===== config.mk =====
export PLATFORM = sky130hd
export DESIGN_NAME = spi_flash_config_loader
export DESIGN_NICKNAME = d
export VERILOG_FILES = /design/src/rtl/cfg_loader_pkg.sv /design/src/rtl/spi_flash_config_loader.sv
export SDC_FILE = /design/constraint.sdc
export NUM_CORES = 1
export LEC_CHECK = 0
export ABC_CLOCK_PERIOD_IN_PS = 2700
export BUFFER_PORTS_ARGS = -buffer_cell sky130_fd_sc_hd__buf_2
export CORE_MARGIN = 2
export CORE_UTILIZATION = 45
export CTS_CLUSTER_DIAMETER = 60
export DETAILED_ROUTE_END_ITERATION = 7
export MAX_ROUTING_LAYER = met4
export PLACE_DENSITY_LB_ADDON = 0.08
export SETUP_SLACK_MARGIN = 0.2
export SLEW_MARGIN = 10
export SYNTH_ARGS = -nofsm -noshare
export SYNTH_HDL_FRONTEND = slang
export SYNTH_SLANG_ARGS = --single-unit
export TNS_END_PERCENT = 50

===== constraint.sdc =====
create_clock -name mclk -period 2.7 [get_ports mclk]
set_input_delay 0.27 -clock mclk [delete_from_list [all_inputs] [get_ports mclk]]
set_output_delay 0.27 -clock mclk [all_outputs]
set_load 0.02 [all_outputs]

===== src/rtl/cfg_loader_pkg.sv =====
/*
 * Shared constants, state and carrier types of the serial flash configuration loader.
 * Assumes a 125 MHz core clock and a mode-0 serial flash with a 3-byte address.
 */
package cfg_loader_pkg;

    // ************************************************************
    // timing
    // ************************************************************
    localparam int MCLK_KHZ      = 125000;               // core clock rate
    localparam int MCLK_PS       = 8000;                 // core clock period
    localparam int SPI_KHZ       = 33300;                // nominal flash clock
    // divider rounds up so the flash clock never runs above nominal
    localparam int SCLK_DIV      = (MCLK_KHZ + SPI_KHZ - 1) / SPI_KHZ;
    localparam int SCLK_HALF     = SCLK_DIV / 2;
    localparam int CS_HIGH_NS    = 50;                   // least chip select high time
    localparam int CS_GAP_CYC    = (CS_HIGH_NS * 1000 + MCLK_PS - 1) / MCLK_PS;
    localparam int LOCK_EDGES    = 64;                   // reference edges until multiplier lock

    // ************************************************************
    // flash geometry and commands
    // ************************************************************
    localparam int FLASH_BYTES   = 2097152;              // 16 Mbit store
    localparam int ADDR_W        = 21;                   // byte address width
    localparam int HDR_BITS      = 40;                   // opcode, address, dummy byte
    localparam int PP_HDR_BITS   = 32;                   // opcode and address
    localparam logic [7:0] OP_FAST_READ    = 8'h0b;
    localparam logic [7:0] OP_PAGE_PROG    = 8'h02;
    localparam logic [7:0] OP_WRITE_ENABLE = 8'h06;
    localparam logic [23:0] LOAD_START_ADDR = 24'h000000;

    // ************************************************************
    // reset values
    // ************************************************************
    localparam logic RST_BUSY    = 1'b1;                 // status pin busy from reset
    localparam logic RST_CS_N    = 1'b1;

    // ************************************************************
    // types
    // ************************************************************
    typedef enum logic [3:0] {
        ST_LOCK, ST_RD_HDR, ST_RD_DATA, ST_INIT, ST_READY,
        ST_WREN, ST_WGAP, ST_PP_HDR, ST_PP_DATA
    } ldr_state_t;

    typedef struct packed {
        logic [ADDR_W-1:0] addr;
        logic [7:0]        data;
    } cfg_word_t;

endpackage


===== src/rtl/spi_flash_config_loader.sv =====
/*
 * Boot-time loader: reads the whole configuration flash after reset and
 * streams the bytes out, then offers page programming to the control side.
 * Assumes mclk is the multiplied reference clock, hold and write-protect pulled
 * up on the board, and pin-level tristate resolved by the surroundings.
 */
// Overview of operation
// - Master the flash in SPI mode 0 with one fixed clock near 33.3 MHz.
// - The load address range spans the whole 16 Mbit flash.
// - After reset release read the flash contents and then run initialization on them.
// - Hold the status pin high during initialization and drop it when it is finished.
// - Never send the slow read or signature commands and never change the clock rate.
// - Host programming of the flash uses page program commands.
// - Hold and write-protect pins of the flash are left undriven.
// - Flash timing derives from the single reference clock.
// - Wait for the clock multiplier lock before loading begins.
// - Flash clock, data out and chip select float while reset is asserted.
`timescale 1ns/1ps
module spi_flash_config_loader
    import cfg_loader_pkg::*;
#(
    parameter int unsigned LOAD_BYTES = FLASH_BYTES
) (
    input  wire logic              mclk,
    input  wire logic              reset_n,
    input  wire logic              clk_en,
    input  wire logic              reference_clock_in,
    input  wire logic              flash_serial_in,
    output logic                   flash_serial_clock,
    output logic                   flash_serial_clock_oe,
    output logic                   flash_serial_out,
    output logic                   flash_serial_out_oe,
    output logic                   flash_chip_select_n,
    output logic                   flash_chip_select_oe,
    output logic                   init_status_pin,
    input  wire logic              init_routine_done,
    output cfg_word_t              cfg_word,
    output logic                   cfg_valid,
    input  wire logic              prog_start,
    input  wire logic [ADDR_W-1:0] prog_addr,
    input  wire logic [7:0]        prog_byte,
    input  wire logic              prog_valid,
    input  wire logic              prog_last,
    output logic                   prog_ready
);

    // ************************************************************
    // input synchronisers
    // ************************************************************
    logic ref_m_q, ref_s_q, ref_p_q;
    logic miso_m_q, miso_s_q;

    // two stages for the reference clock and the flash data line;
    // the edge stage resets high, yet a reference already high at release still counts as an edge
    always_ff @(posedge mclk or negedge reset_n) begin
        if (!reset_n) begin
            ref_m_q  <= 1'b0;
            ref_s_q  <= 1'b0;
            ref_p_q  <= 1'b1;
            miso_m_q <= 1'b0;
            miso_s_q <= 1'b0;
        end else if (clk_en) begin
            ref_m_q  <= reference_clock_in;
            ref_s_q  <= ref_m_q;
            ref_p_q  <= ref_s_q;
            miso_m_q <= flash_serial_in;
            miso_s_q <= miso_m_q;
        end
    end

    // ************************************************************
    // sequencer and shifter
    // ************************************************************
    ldr_state_t              st_q, st_d;
    logic [2:0]              div_q, div_d;
    logic [5:0]              bits_q, bits_d;
    logic [HDR_BITS-1:0]     tx_q, tx_d;
    logic [6:0]              rx_q, rx_d;
    logic [6:0]              lock_q, lock_d;
    logic [3:0]              gap_q, gap_d;
    logic [ADDR_W-1:0]       addr_q, addr_d;
    logic [ADDR_W-1:0]       pa_q, pa_d;
    logic [ADDR_W:0]         left_q, left_d;
    logic                    last_q, last_d;
    logic                    sclk_q, sclk_d;
    logic                    mosi_q, mosi_d;
    logic                    cs_n_q, cs_n_d;
    logic                    oe_q;
    logic                    busy_q, busy_d;
    cfg_word_t               word_q, word_d;
    logic                    valid_q, valid_d;
    logic                    shifting, bit_end, byte_end, ref_rise;

    assign shifting   = bits_q != 6'h00;
    assign bit_end    = shifting && (div_q == 3'(SCLK_DIV - 1));
    assign byte_end   = bit_end && (bits_q == 6'h01);
    assign ref_rise   = ref_s_q && !ref_p_q;
    assign prog_ready = (st_q == ST_PP_DATA) && !shifting;

    // next values of the sequencer
    always_comb begin
        st_d    = st_q;
        div_d   = div_q;
        bits_d  = bits_q;
        tx_d    = tx_q;
        rx_d    = rx_q;
        lock_d  = lock_q;
        gap_d   = gap_q;
        addr_d  = addr_q;
        pa_d    = pa_q;
        left_d  = left_q;
        last_d  = last_q;
        cs_n_d  = cs_n_q;
        busy_d  = busy_q;
        word_d  = word_q;
        valid_d = 1'b0;
        // one bit per SCLK_DIV cycles, output moves on the falling edge
        if (shifting) begin
            div_d = bit_end ? 3'h0 : div_q + 3'h1;
        end
        if (bit_end) begin
            bits_d = bits_q - 6'h01;
            tx_d   = {tx_q[HDR_BITS-2:0], 1'b0};
            rx_d   = {rx_q[5:0], miso_s_q};
        end
        unique case (st_q)
            ST_LOCK: begin
                if (ref_rise) begin
                    lock_d = lock_q + 7'h01;
                end
                if (ref_rise && lock_q == 7'(LOCK_EDGES - 1)) begin
                    st_d   = ST_RD_HDR;
                    cs_n_d = 1'b0;
                    tx_d   = {OP_FAST_READ, LOAD_START_ADDR, 8'h00};
                    bits_d = 6'(HDR_BITS);
                end
            end
            ST_RD_HDR: begin
                if (byte_end) begin
                    st_d   = ST_RD_DATA;
                    bits_d = 6'h08;
                end
            end
            ST_RD_DATA: begin
                // no further address: the flash advances by itself
                if (byte_end) begin
                    valid_d     = 1'b1;
                    word_d.data = {rx_q, miso_s_q};
                    word_d.addr = addr_q;
                    addr_d      = addr_q + ADDR_W'(1);
                    left_d      = left_q - (ADDR_W+1)'(1);
                    if (left_q == (ADDR_W+1)'(1)) begin
                        st_d   = ST_INIT;
                        cs_n_d = 1'b1;
                    end else begin
                        bits_d = 6'h08;
                    end
                end
            end
            ST_INIT: begin
                gap_d = 4'h0;
                if (init_routine_done) begin
                    st_d   = ST_READY;
                    busy_d = 1'b0;
                end
            end
            ST_READY: begin
                if (gap_q != 4'(CS_GAP_CYC - 1)) begin
                    gap_d = gap_q + 4'h1;
                end else if (prog_start) begin
                    st_d   = ST_WREN;
                    cs_n_d = 1'b0;
                    tx_d   = {OP_WRITE_ENABLE, 32'h0};
                    bits_d = 6'h08;
                    pa_d   = prog_addr;
                end
            end
            ST_WREN: begin
                gap_d = 4'h0;
                if (byte_end) begin
                    st_d   = ST_WGAP;
                    cs_n_d = 1'b1;
                end
            end
            ST_WGAP: begin
                gap_d = gap_q + 4'h1;
                if (gap_q == 4'(CS_GAP_CYC - 1)) begin
                    st_d   = ST_PP_HDR;
                    cs_n_d = 1'b0;
                    last_d = 1'b0;
                    tx_d   = {OP_PAGE_PROG, 3'h0, pa_q, 8'h00};
                    bits_d = 6'(PP_HDR_BITS);
                end
            end
            ST_PP_HDR: begin
                if (byte_end) begin
                    st_d = ST_PP_DATA;
                end
            end
            ST_PP_DATA: begin
                gap_d = 4'h0;
                if (prog_valid && prog_ready) begin
                    tx_d   = {prog_byte, 32'h0};
                    bits_d = 6'h08;
                    last_d = prog_last;
                end
                if (byte_end && last_q) begin
                    st_d   = ST_READY;
                    cs_n_d = 1'b1;
                end
            end
        endcase
        sclk_d = shifting && !bit_end && (div_q + 3'h1 >= 3'(SCLK_HALF));
        mosi_d = tx_d[HDR_BITS-1];
    end

    // registers of the sequencer; pad drivers enable one edge after release
    always_ff @(posedge mclk or negedge reset_n) begin
        if (!reset_n) begin
            st_q    <= ST_LOCK;
            div_q   <= 3'h0;
            bits_q  <= 6'h00;
            tx_q    <= '0;
            rx_q    <= 7'h00;
            lock_q  <= 7'h00;
            gap_q   <= 4'h0;
            addr_q  <= '0;
            pa_q    <= '0;
            left_q  <= (ADDR_W+1)'(LOAD_BYTES);
            last_q  <= 1'b0;
            sclk_q  <= 1'b0;
            mosi_q  <= 1'b0;
            cs_n_q  <= RST_CS_N;
            oe_q    <= 1'b0;
            busy_q  <= RST_BUSY;
            word_q  <= '0;
            valid_q <= 1'b0;
        end else if (clk_en) begin
            st_q    <= st_d;
            div_q   <= div_d;
            bits_q  <= bits_d;
            tx_q    <= tx_d;
            rx_q    <= rx_d;
            lock_q  <= lock_d;
            gap_q   <= gap_d;
            addr_q  <= addr_d;
            pa_q    <= pa_d;
            left_q  <= left_d;
            last_q  <= last_d;
            sclk_q  <= sclk_d;
            mosi_q  <= mosi_d;
            cs_n_q  <= cs_n_d;
            oe_q    <= 1'b1;
            busy_q  <= busy_d;
            word_q  <= word_d;
            valid_q <= valid_d;
        end
    end

    // pin drive; there are no hold or write-protect outputs at all
    assign flash_serial_clock    = sclk_q;
    assign flash_serial_out      = mosi_q;
    assign flash_chip_select_n   = cs_n_q;
    assign flash_serial_clock_oe = oe_q;
    assign flash_serial_out_oe   = oe_q;
    assign flash_chip_select_oe  = oe_q;
    assign init_status_pin       = busy_q;
    assign cfg_word              = word_q;
    assign cfg_valid             = valid_q;
endmodule // spi_flash_config_loader


### Yosys cells after proc, flatten, opt, wreduce, memory -nomap -nowiden

Index checks and enable logic that the tools add are counted.

| word-level totals | value |
|---|---|
| register bits | 176 |
| ROM bits | 0 |
| memories kept | 0 |
| word-level logic and storage cells | 132 |
| bits of input ports | 38 |
| output and inout bits | 38 |
| memory bits (writable) | 0 |
| bits in latches | 0 |

| cells by class | value |
|---|---|
| order comparisons | 1 |
| mux-type cells | 45 |
| shifts and indexed selects | 0 |
| add/sub/neg operators | 6 |
| reductions and logical operators | 28 |
| $mul | 0 |
| div/mod/pow operators | 0 |
| eq/ne operators | 27 |
| bitwise operators | 1 |

Operators with widths:

| cell | number |
|---|---|
| $mux 40 | 6 |
| $pmux 40 s4 | 1 |
| $mux 6 | 9 |
| $mux 4 | 12 |
| $pmux 4 s9 | 1 |
| $pmux 6 s6 | 1 |
| $eq 22x1->1 const B | 1 |
| $ne 2x2->1 const B | 11 |
| $sub 22x1->22 const B | 1 |
| $add 21x1->21 const B | 1 |
| $eq 4x3->1 const B | 5 |
| $pmux 4 s3 | 1 |
| $reduce_and 12->1 | 1 |
| $reduce_and 3->1 | 4 |
| $reduce_bool 6->1 | 2 |
| $mux 1 | 11 |
| $reduce_and 10->1 | 1 |
| $logic_and 1x1->1 | 9 |
| $eq 4x2->1 const B | 2 |
| $reduce_and 4->1 | 2 |
| $add 7x1->7 const B | 1 |
| $eq 7x6->1 const B | 1 |
| $eq 6x1->1 const B | 1 |
| $pmux 1 s6 | 1 |
| other kinds (18) | 22 |

### Logic depth before layout (Yosys ltp)

Gate-level depths: netlist (run 1).

| depth | value |
|---|---|
| depth after elaboration | 6 |
| gate-level depth with buffers | 10 |
| depth with buffers taken out | 7 |

### Worst setup path before layout (run 1)

OpenSTA, ideal clock, no wires.

| path | value |
|---|---|
| path kind | register to register |
| start point | reg left_q[3] |
| end point | reg st_q[0] |
| library setup time | 128 ps |
| path buffers | 0 |
| stages on the path, launching flop included | 6 |
| data arrival time | 2304 ps |
| path slack | 269 ps |
| period minus slack after synthesis | 2431 ps |
| required time | 2572 ps |
| cells stage by stage | dfrtp_1 > or4_4 > or4b_4 > o21ai_2 > nor4b_4 > mux2_1 |

| on the way | value |
|---|---|
| word-level cells in the longest chain between the ends | 3 |

RTL lines:

| item | line | source |
|---|---|---|
| start: declaration | spi_flash_config_loader.sv:83 | `logic [ADDR_W:0] left_q, left_d;` |
| start signal: assignment | spi_flash_config_loader.sv:229 | `left_q <= (ADDR_W+1)'(LOAD_BYTES);` |
| start signal: assignment | spi_flash_config_loader.sv:248 | `left_q <= left_d;` |
| $eq 22x1->1 | spi_flash_config_loader.sv:152 | `if (left_q == (ADDR_W+1)'(1)) begin` |
| $ne 2x2->1 (no line) | -- |  |
| $reduce_and 12->1 (no line) | -- |  |
| end signal: assignment | spi_flash_config_loader.sv:239 | `st_q <= st_d;` |
| end: declaration | spi_flash_config_loader.sv:74 | `ldr_state_t st_q, st_d;` |

No other way between the ends.
A chain may end at the register's enable or synchronous reset.

### Final worst setup path (run 1)

| path | value |
|---|---|
| start point | reg left_q[6] |
| end point | reg left_q[19] |

| on the way | value |
|---|---|
| word-level cells in the longest chain between the ends | 1 |

RTL lines:

| item | line | source |
|---|---|---|
| $sub 22x1->22 | spi_flash_config_loader.sv:151 | `left_d = left_q - (ADDR_W+1)'(1);` |

No other way between the ends.

==> metrics, run 1 <==
Overall Power 9.46 mW; slowest CP cell or4b_4; PwrDens between 900 and 1000 nW/um2; total area of sequential cells about 4400 um2; CP bufs+invs 1; arrival time worst endpoint approximately 2800 ps; Ys Warns 0; Die X about 140 um; Rows 50; CTS tree built; RSZ-0062 raised after global routing true; Mapped Nets around 900; initial antenna violation count 0; Synth cell types 70; P_sw 3.23 mW; leakage power between 4 and 5 nW; ranking of synthesized cells by area dfrtp_1 (50%), nand2_1 (6.9%), mux2_2 (4.7%), o211ai_1 (3.4%), nand3_1 (3.4%); Setup Skew 12.2 ps; flip-flop and latch count after synthesis about 180; count leader, synth dfrtp_1; CP Max Fanout 5; Max-slew headroom 0.563; Logic pwr share 0.318; Port Buffers 75; pin count of the biggest net entering global routing 66; Post-Route Utilization 0.551; post-route ant nets 0; GRT Overall Usage 0.213; layout cells sized above 1 0.246; clk slew on worst S/H paths around 70 ps; CP peak stage delay 580 ps; H-tree Lvls 4; Post-synth EDFFs 0; Post-synth top cells dfrtp_1 (171), nand2_1 (159), nand3_1 (58), o211ai_1 (39), clkbuf_1 (37); sequential share of the synthesized area 0.507; post-layout minimum cycle time 2530 ps; CTS Buffer Depth 2; prevailing post-synth register cell dfrtp_1; area grow syn2layout 19.6%; die area 20300 um2; CP top delay family simple AND/OR/NAND/NOR gates; Peak VDD IR 0.000486 V; crit path capture type flop; Synth top area share 0.495; DR DRC count 0; final setup violation count 0; via count 6796; Net Sw Frac 0.341; GR Overflow Total 0; mapped cell area 8640 um2; Fin Setup TNS 0 ps; drt wl/cell 16.7 um; RD Place Congestion 0.940; Initial Utilization 0.460; status finished clean; CTS Buf Count 17; synthesized instance count 860; multi-input logic area between 4000 and 5000 um2; Max-Cap Viols 0; Fin. Hold Viols 0; max-slew violations 0; first-pass detailed-route iteration total 5; first-pass GRT wire length 34000 um; Worst-Skew Late Latency approximately 430 ps; vias per cell roughly 5.6; worst min-delay path category primary input to flop; final WL between 20000 and 25000 um; CTS Sinks 175; total core area about 19000 um2; clock power share 0.282; asr flop ratio synth 1.00; Worst EP required roughly 3000 ps; CP Class flop to flop; Antenna diodes 0; Int Power 6.23 mW; Layout fillers around 1700; Detailed Route Iter0 Violations between 400 and 500; syn avg cell area 10.0 um2; cell accounting for the most synthesized area dfrtp_1; Nets ~1000; Vert. Die Dim around 140 um; Final HPWL DP 13700 um; worst path cell trace or4_4 > or4b_4 > buf_4 > nor4_4 > nand3_1 > xnor2_1; Final period util 0.935; clk root buf clkbuf_16; Max Freq 0.396 GHz; Ports 76; Tightest Pin Transition ~660 ps; sequential share of power 0.400; critical path launch point type flop; vias in the first global route about 7000
-- power groups by stage --
stage | registers, mW | clock network (mW) | logic [mW]
2_1_floorplan | 3.68 | 0 | 2.10
3_3_place_gp | 3.79 | 0 | 2.79
3_5_place_dp | 3.83 | 0 | 2.89
4_1_cts | 3.78 | 2.72 | 2.92
5_1_grt | 3.88 | 2.84 | 3.36
6_report | 3.79 | 2.66 | 3.01
-- state kept, by name (all words and copies together), names as in the netlist, 3 cells and up --
register and count:
tx_q 40, left_q 22, rx_q 7, cfg_word 29, st_q 4, div_q 3
gap_q 4, bits_q 6, pa_q 21, addr_q 21, lock_q 7
-- through the flow --
stage	area (um2)	hold WS, ps	cells	worst slack [ps]
CTS	10200	48.6	1197	173
global placement	9540	300	1163	182
finish	10300	66.1	1207	175
global route	10300	48.2	1207	119
detailed placement	9540	312	1163	111
floorplan	8640	-25.6	860	269
-- timing repair --
item | 4_1_cts | 5_1_grt
endpoints found under the hold margin | 59 | 0
cloned | 0 | 0
setup endpoints to repair | 11 | 59
buffers inserted | 2 | 10
gates resized for setup | 2 | 14
pin swaps | 1 | 4
hold buffers | 1 | 0
-- per-layer routing --
metal | share of wire | global-route usage
met1 | 0.48 | 0.285
met4 | 0.021 | 0.0677
met5 | 0 | -
met3 | 0.039 | 0.0434
met2 | 0.46 | 0.328
-- path summary, 6_finish.rpt --
check / slack (ps) / startpoint / cells past startpoint / endpoint
worst max-delay path: 170 / left_q[6] / 6 / left_q[19]
worst min-delay path: 70 / prog_addr[9] / 2 / pa_q[9]
worst max register to register: 170 / left_q[6] / 6 / left_q[19]
worst min register to register: 460 / cfg_word[25] / 2 / cfg_word[25]
max in group asynchronous: 1500 / reset_n / 3 / init_status_pin
min in group asynchronous: 410 / reset_n / 2 / left_q[14]
-- cells in the final DEF (no fill, tap or decap), drive strengths merged, types with 17 or more instances in the layout --
| cell type | Yosys | final |
|---|---|---|
| nor2 | 32 | 32 |
| clkbuf | 37 | 17 |
| nand3 | 59 | 59 |
| xor2 | 19 | 19 |
| buf | 16 | 134 |
| inv | 24 | 29 |
| nand4 | 17 | 17 |
| o211ai | 40 | 40 |
| mux2 | 38 | 38 |
| dfrtp | 171 | 171 |
| nand2 | 159 | 159 |
| xnor2 | 33 | 33 |
-- layout make-up --
cell class,instances,area share
Sequential cell,175,0.425
Multi-Input combinational cell,607,0.388
Timing Repair Buffer,135,0.0888
Clock buffer,17,0.0412
Tap cell,234,0.0283
Clock inverter,14,0.0199
Inverter,25,0.00908
-- cell families after synthesis --
family	synth area share
buffers and inverters	0.0369
DFF	0.507
adders and majority gates	0.0159
xor gates and xnor gates	0.0527
muxes	0.0518
and+or+nand+nor	0.211
AOI/OAI and AO/OA	0.125
Note: power is estimated with default switching activity, not from simulation.
==> run 2, diff against run 1 <==
--- a/config.mk
+++ b/config.mk
@@ -7,6 +7,7 @@
 export LEC_CHECK = 0
 export ABC_CLOCK_PERIOD_IN_PS = 2700
 export BUFFER_PORTS_ARGS = -buffer_cell sky130_fd_sc_hd__buf_2
+export CORE_ASPECT_RATIO = 1.4
 export CORE_MARGIN = 2
 export CORE_UTILIZATION = 45
 export CTS_CLUSTER_DIAMETER = 60
==> metrics, run 2 (synthesis gave the netlist of run 1 again) <==
Worst-Skew Late Latency 430 ps (about the same); Setup Skew 14.7 ps (+2.55 ps); Fin Setup TNS 0 ps (unchanged); GRT Overall Usage 0.206 (-0.00682); arrival time worst endpoint 2810 ps (-30 ps); Final Instance Count excl. Fillers 1220 (+1.1%); initial antenna violation count 0 (unchanged); critical path launch point type flop; Fin. Hold Viols 0 (unchanged); status finished clean; commonest non-fill, non-tap cell in the layout dfrtp_1; Detailed Route Iter0 Violations 320 (-33%); Nets 1009 (-0.099%); RSZ-0062 raised after global routing true; CTS Sinks 175 (unchanged); layout cells sized above 1 0.237 (-0.00901); CTS Buffer Depth 2 (unchanged); Die X 121 um (-15%); Final period util 0.926 (-0.00898); total area of sequential cells 4380 um2 (about the same); pin count of the biggest net entering global routing 82 (+24%); final setup violation count 0 (unchanged); drt wl/cell 16.0 um (-3.9%); Layout fillers 1727 (+3.1%); CTS tree built; final hold slack 59.2 ps (-6.89 ps); CP Max Fanout 6 (+1); RD Place Congestion 0.891 (-5.2%); final WL 19600 um (-2.8%); clk root buf clkbuf_16; first-pass GRT wire length 33100 um (-2.9%); Antenna diodes 0 (unchanged); first-pass detailed-route iteration total 4 (-1); Initial Utilization 0.455 (-0.00546); post-layout minimum cycle time 2500 ps (-24.3 ps); Biggest register tx_q; crit path capture type flop; PwrDens 890 nW/um2 (-2.8%); Peak VDD IR 0.000437 V (-10%); total core area 19000 um2 (+1.2%); Ports 76 (unchanged); vias in the first global route 6773 (-2.0%); H-tree Lvls 4 (unchanged); Max-Cap Viols 0 (unchanged); CTS Buf Count 17 (unchanged); Tightest Pin Transition 535 ps (-120 ps); multi-input logic area 3990 um2 (-0.50%); DR DRC count 0 (unchanged); area grow syn2layout 18.5%; Worst EP required 3010 ps (about the same); commonest cells after routing, fill and taps aside dfrtp_1 (171), nand2_1 (159), buf_2 (74), nand3_1 (58), buf_4 (52); die area 20300 um2 (about the same); Post-Route Utilization 0.539 (-0.0116); GR Overflow Total 0 (unchanged); Port Buffers 75 (unchanged); Max Freq 0.400 GHz (+0.97%); Overall Power 9.11 mW (-3.7%); worst min-delay path category primary input to flop; Rows 60 (+20%); vias per cell 5.54 (-1.6%); Max-slew headroom 0.638 (+0.0750); max reg flops 40 (unchanged); leakage power 4.85 nW (-0.87%); via count 6759 (-0.54%); dpl cells 1178 (+1.3%); max-slew violations 0 (unchanged); clk slew on worst S/H paths 70 ps (about the same); Vert. Die Dim 168 um (+18%); Final HPWL DP 13800 um (+0.28%); post-route ant nets 0 (unchanged); CP Class flop to flop
run 2: changes by cell type in the layout (fill, tap and decap cells not counted), moves of 2 or more:
cell,delta
bufinv_16,-3
dfrtp_1,+2
clkbuf_1,+2
dfrtp_2,-2
run 2: worst paths after layout:
kind	startpoint	end	slack, ps	cells after the start
min reg2reg	cfg_word[28]	cfg_word[28]	460	2
max in group asynchronous	reset_n	tx_q[28]	1580	3
min	prog_addr[7]	pa_q[7]	60	2
max	bits_q[2]	st_q[2]	200	5
max reg2reg	bits_q[2]	st_q[2]	200	5
min in group asynchronous	reset_n	cfg_word[23]	330	2
run 2: cell type report:
type	instances	share of cell area
sequential	175	0.428
timing repair buffer	134	0.0873
clock buffer	19	0.0423
inverter	25	0.00917
tap	248	0.0303
multi-input combinational	607	0.390
clock inverter	12	0.0127
run 2: timing repair:
action / 4_1_cts / 5_1_grt
gates resized for setup: 2 / 7
setup buffers: 3 / 7
hold buffers: 1 / 0
endpoints found under the hold margin: 39 / 0
pin swaps: 1 / 5
setup endpoints to repair: 3 / 52
run 2: per-stage QoR:
stage | setup WS, ps | instance area [um2]
6_report | 199 | 10200
5_1_grt | 128 | 10200
4_1_cts | 179 | 10200
3_5_place_dp | 92.9 | 9550
3_3_place_gp | 179 | 9550
2_1_floorplan | 269 | 8640
run 2: power by group:
part / switching, mW / internal (mW)
Sequential: 0.502 / 3.29
Clock: 1.10 / 1.29
Combinational: 1.61 / 1.32
Total: 3.21 / 5.89
run 2: worst max-delay path: stages, from the launching register on:
cell     delay (ps)
dfrtp_1         450
or4_4           620
o31ai_4         290
nand3_4         140
or4_1           570
a221o_1         310
run 2: metal layers:
layer  global-route usage  up-vias  routed length, um
met4               0.0743        0                484
li1                     -     3249                  -
met2                0.341      136               9950
met3               0.0390       40                579
met5                    -        -                  0
met1                0.251     3334               8540
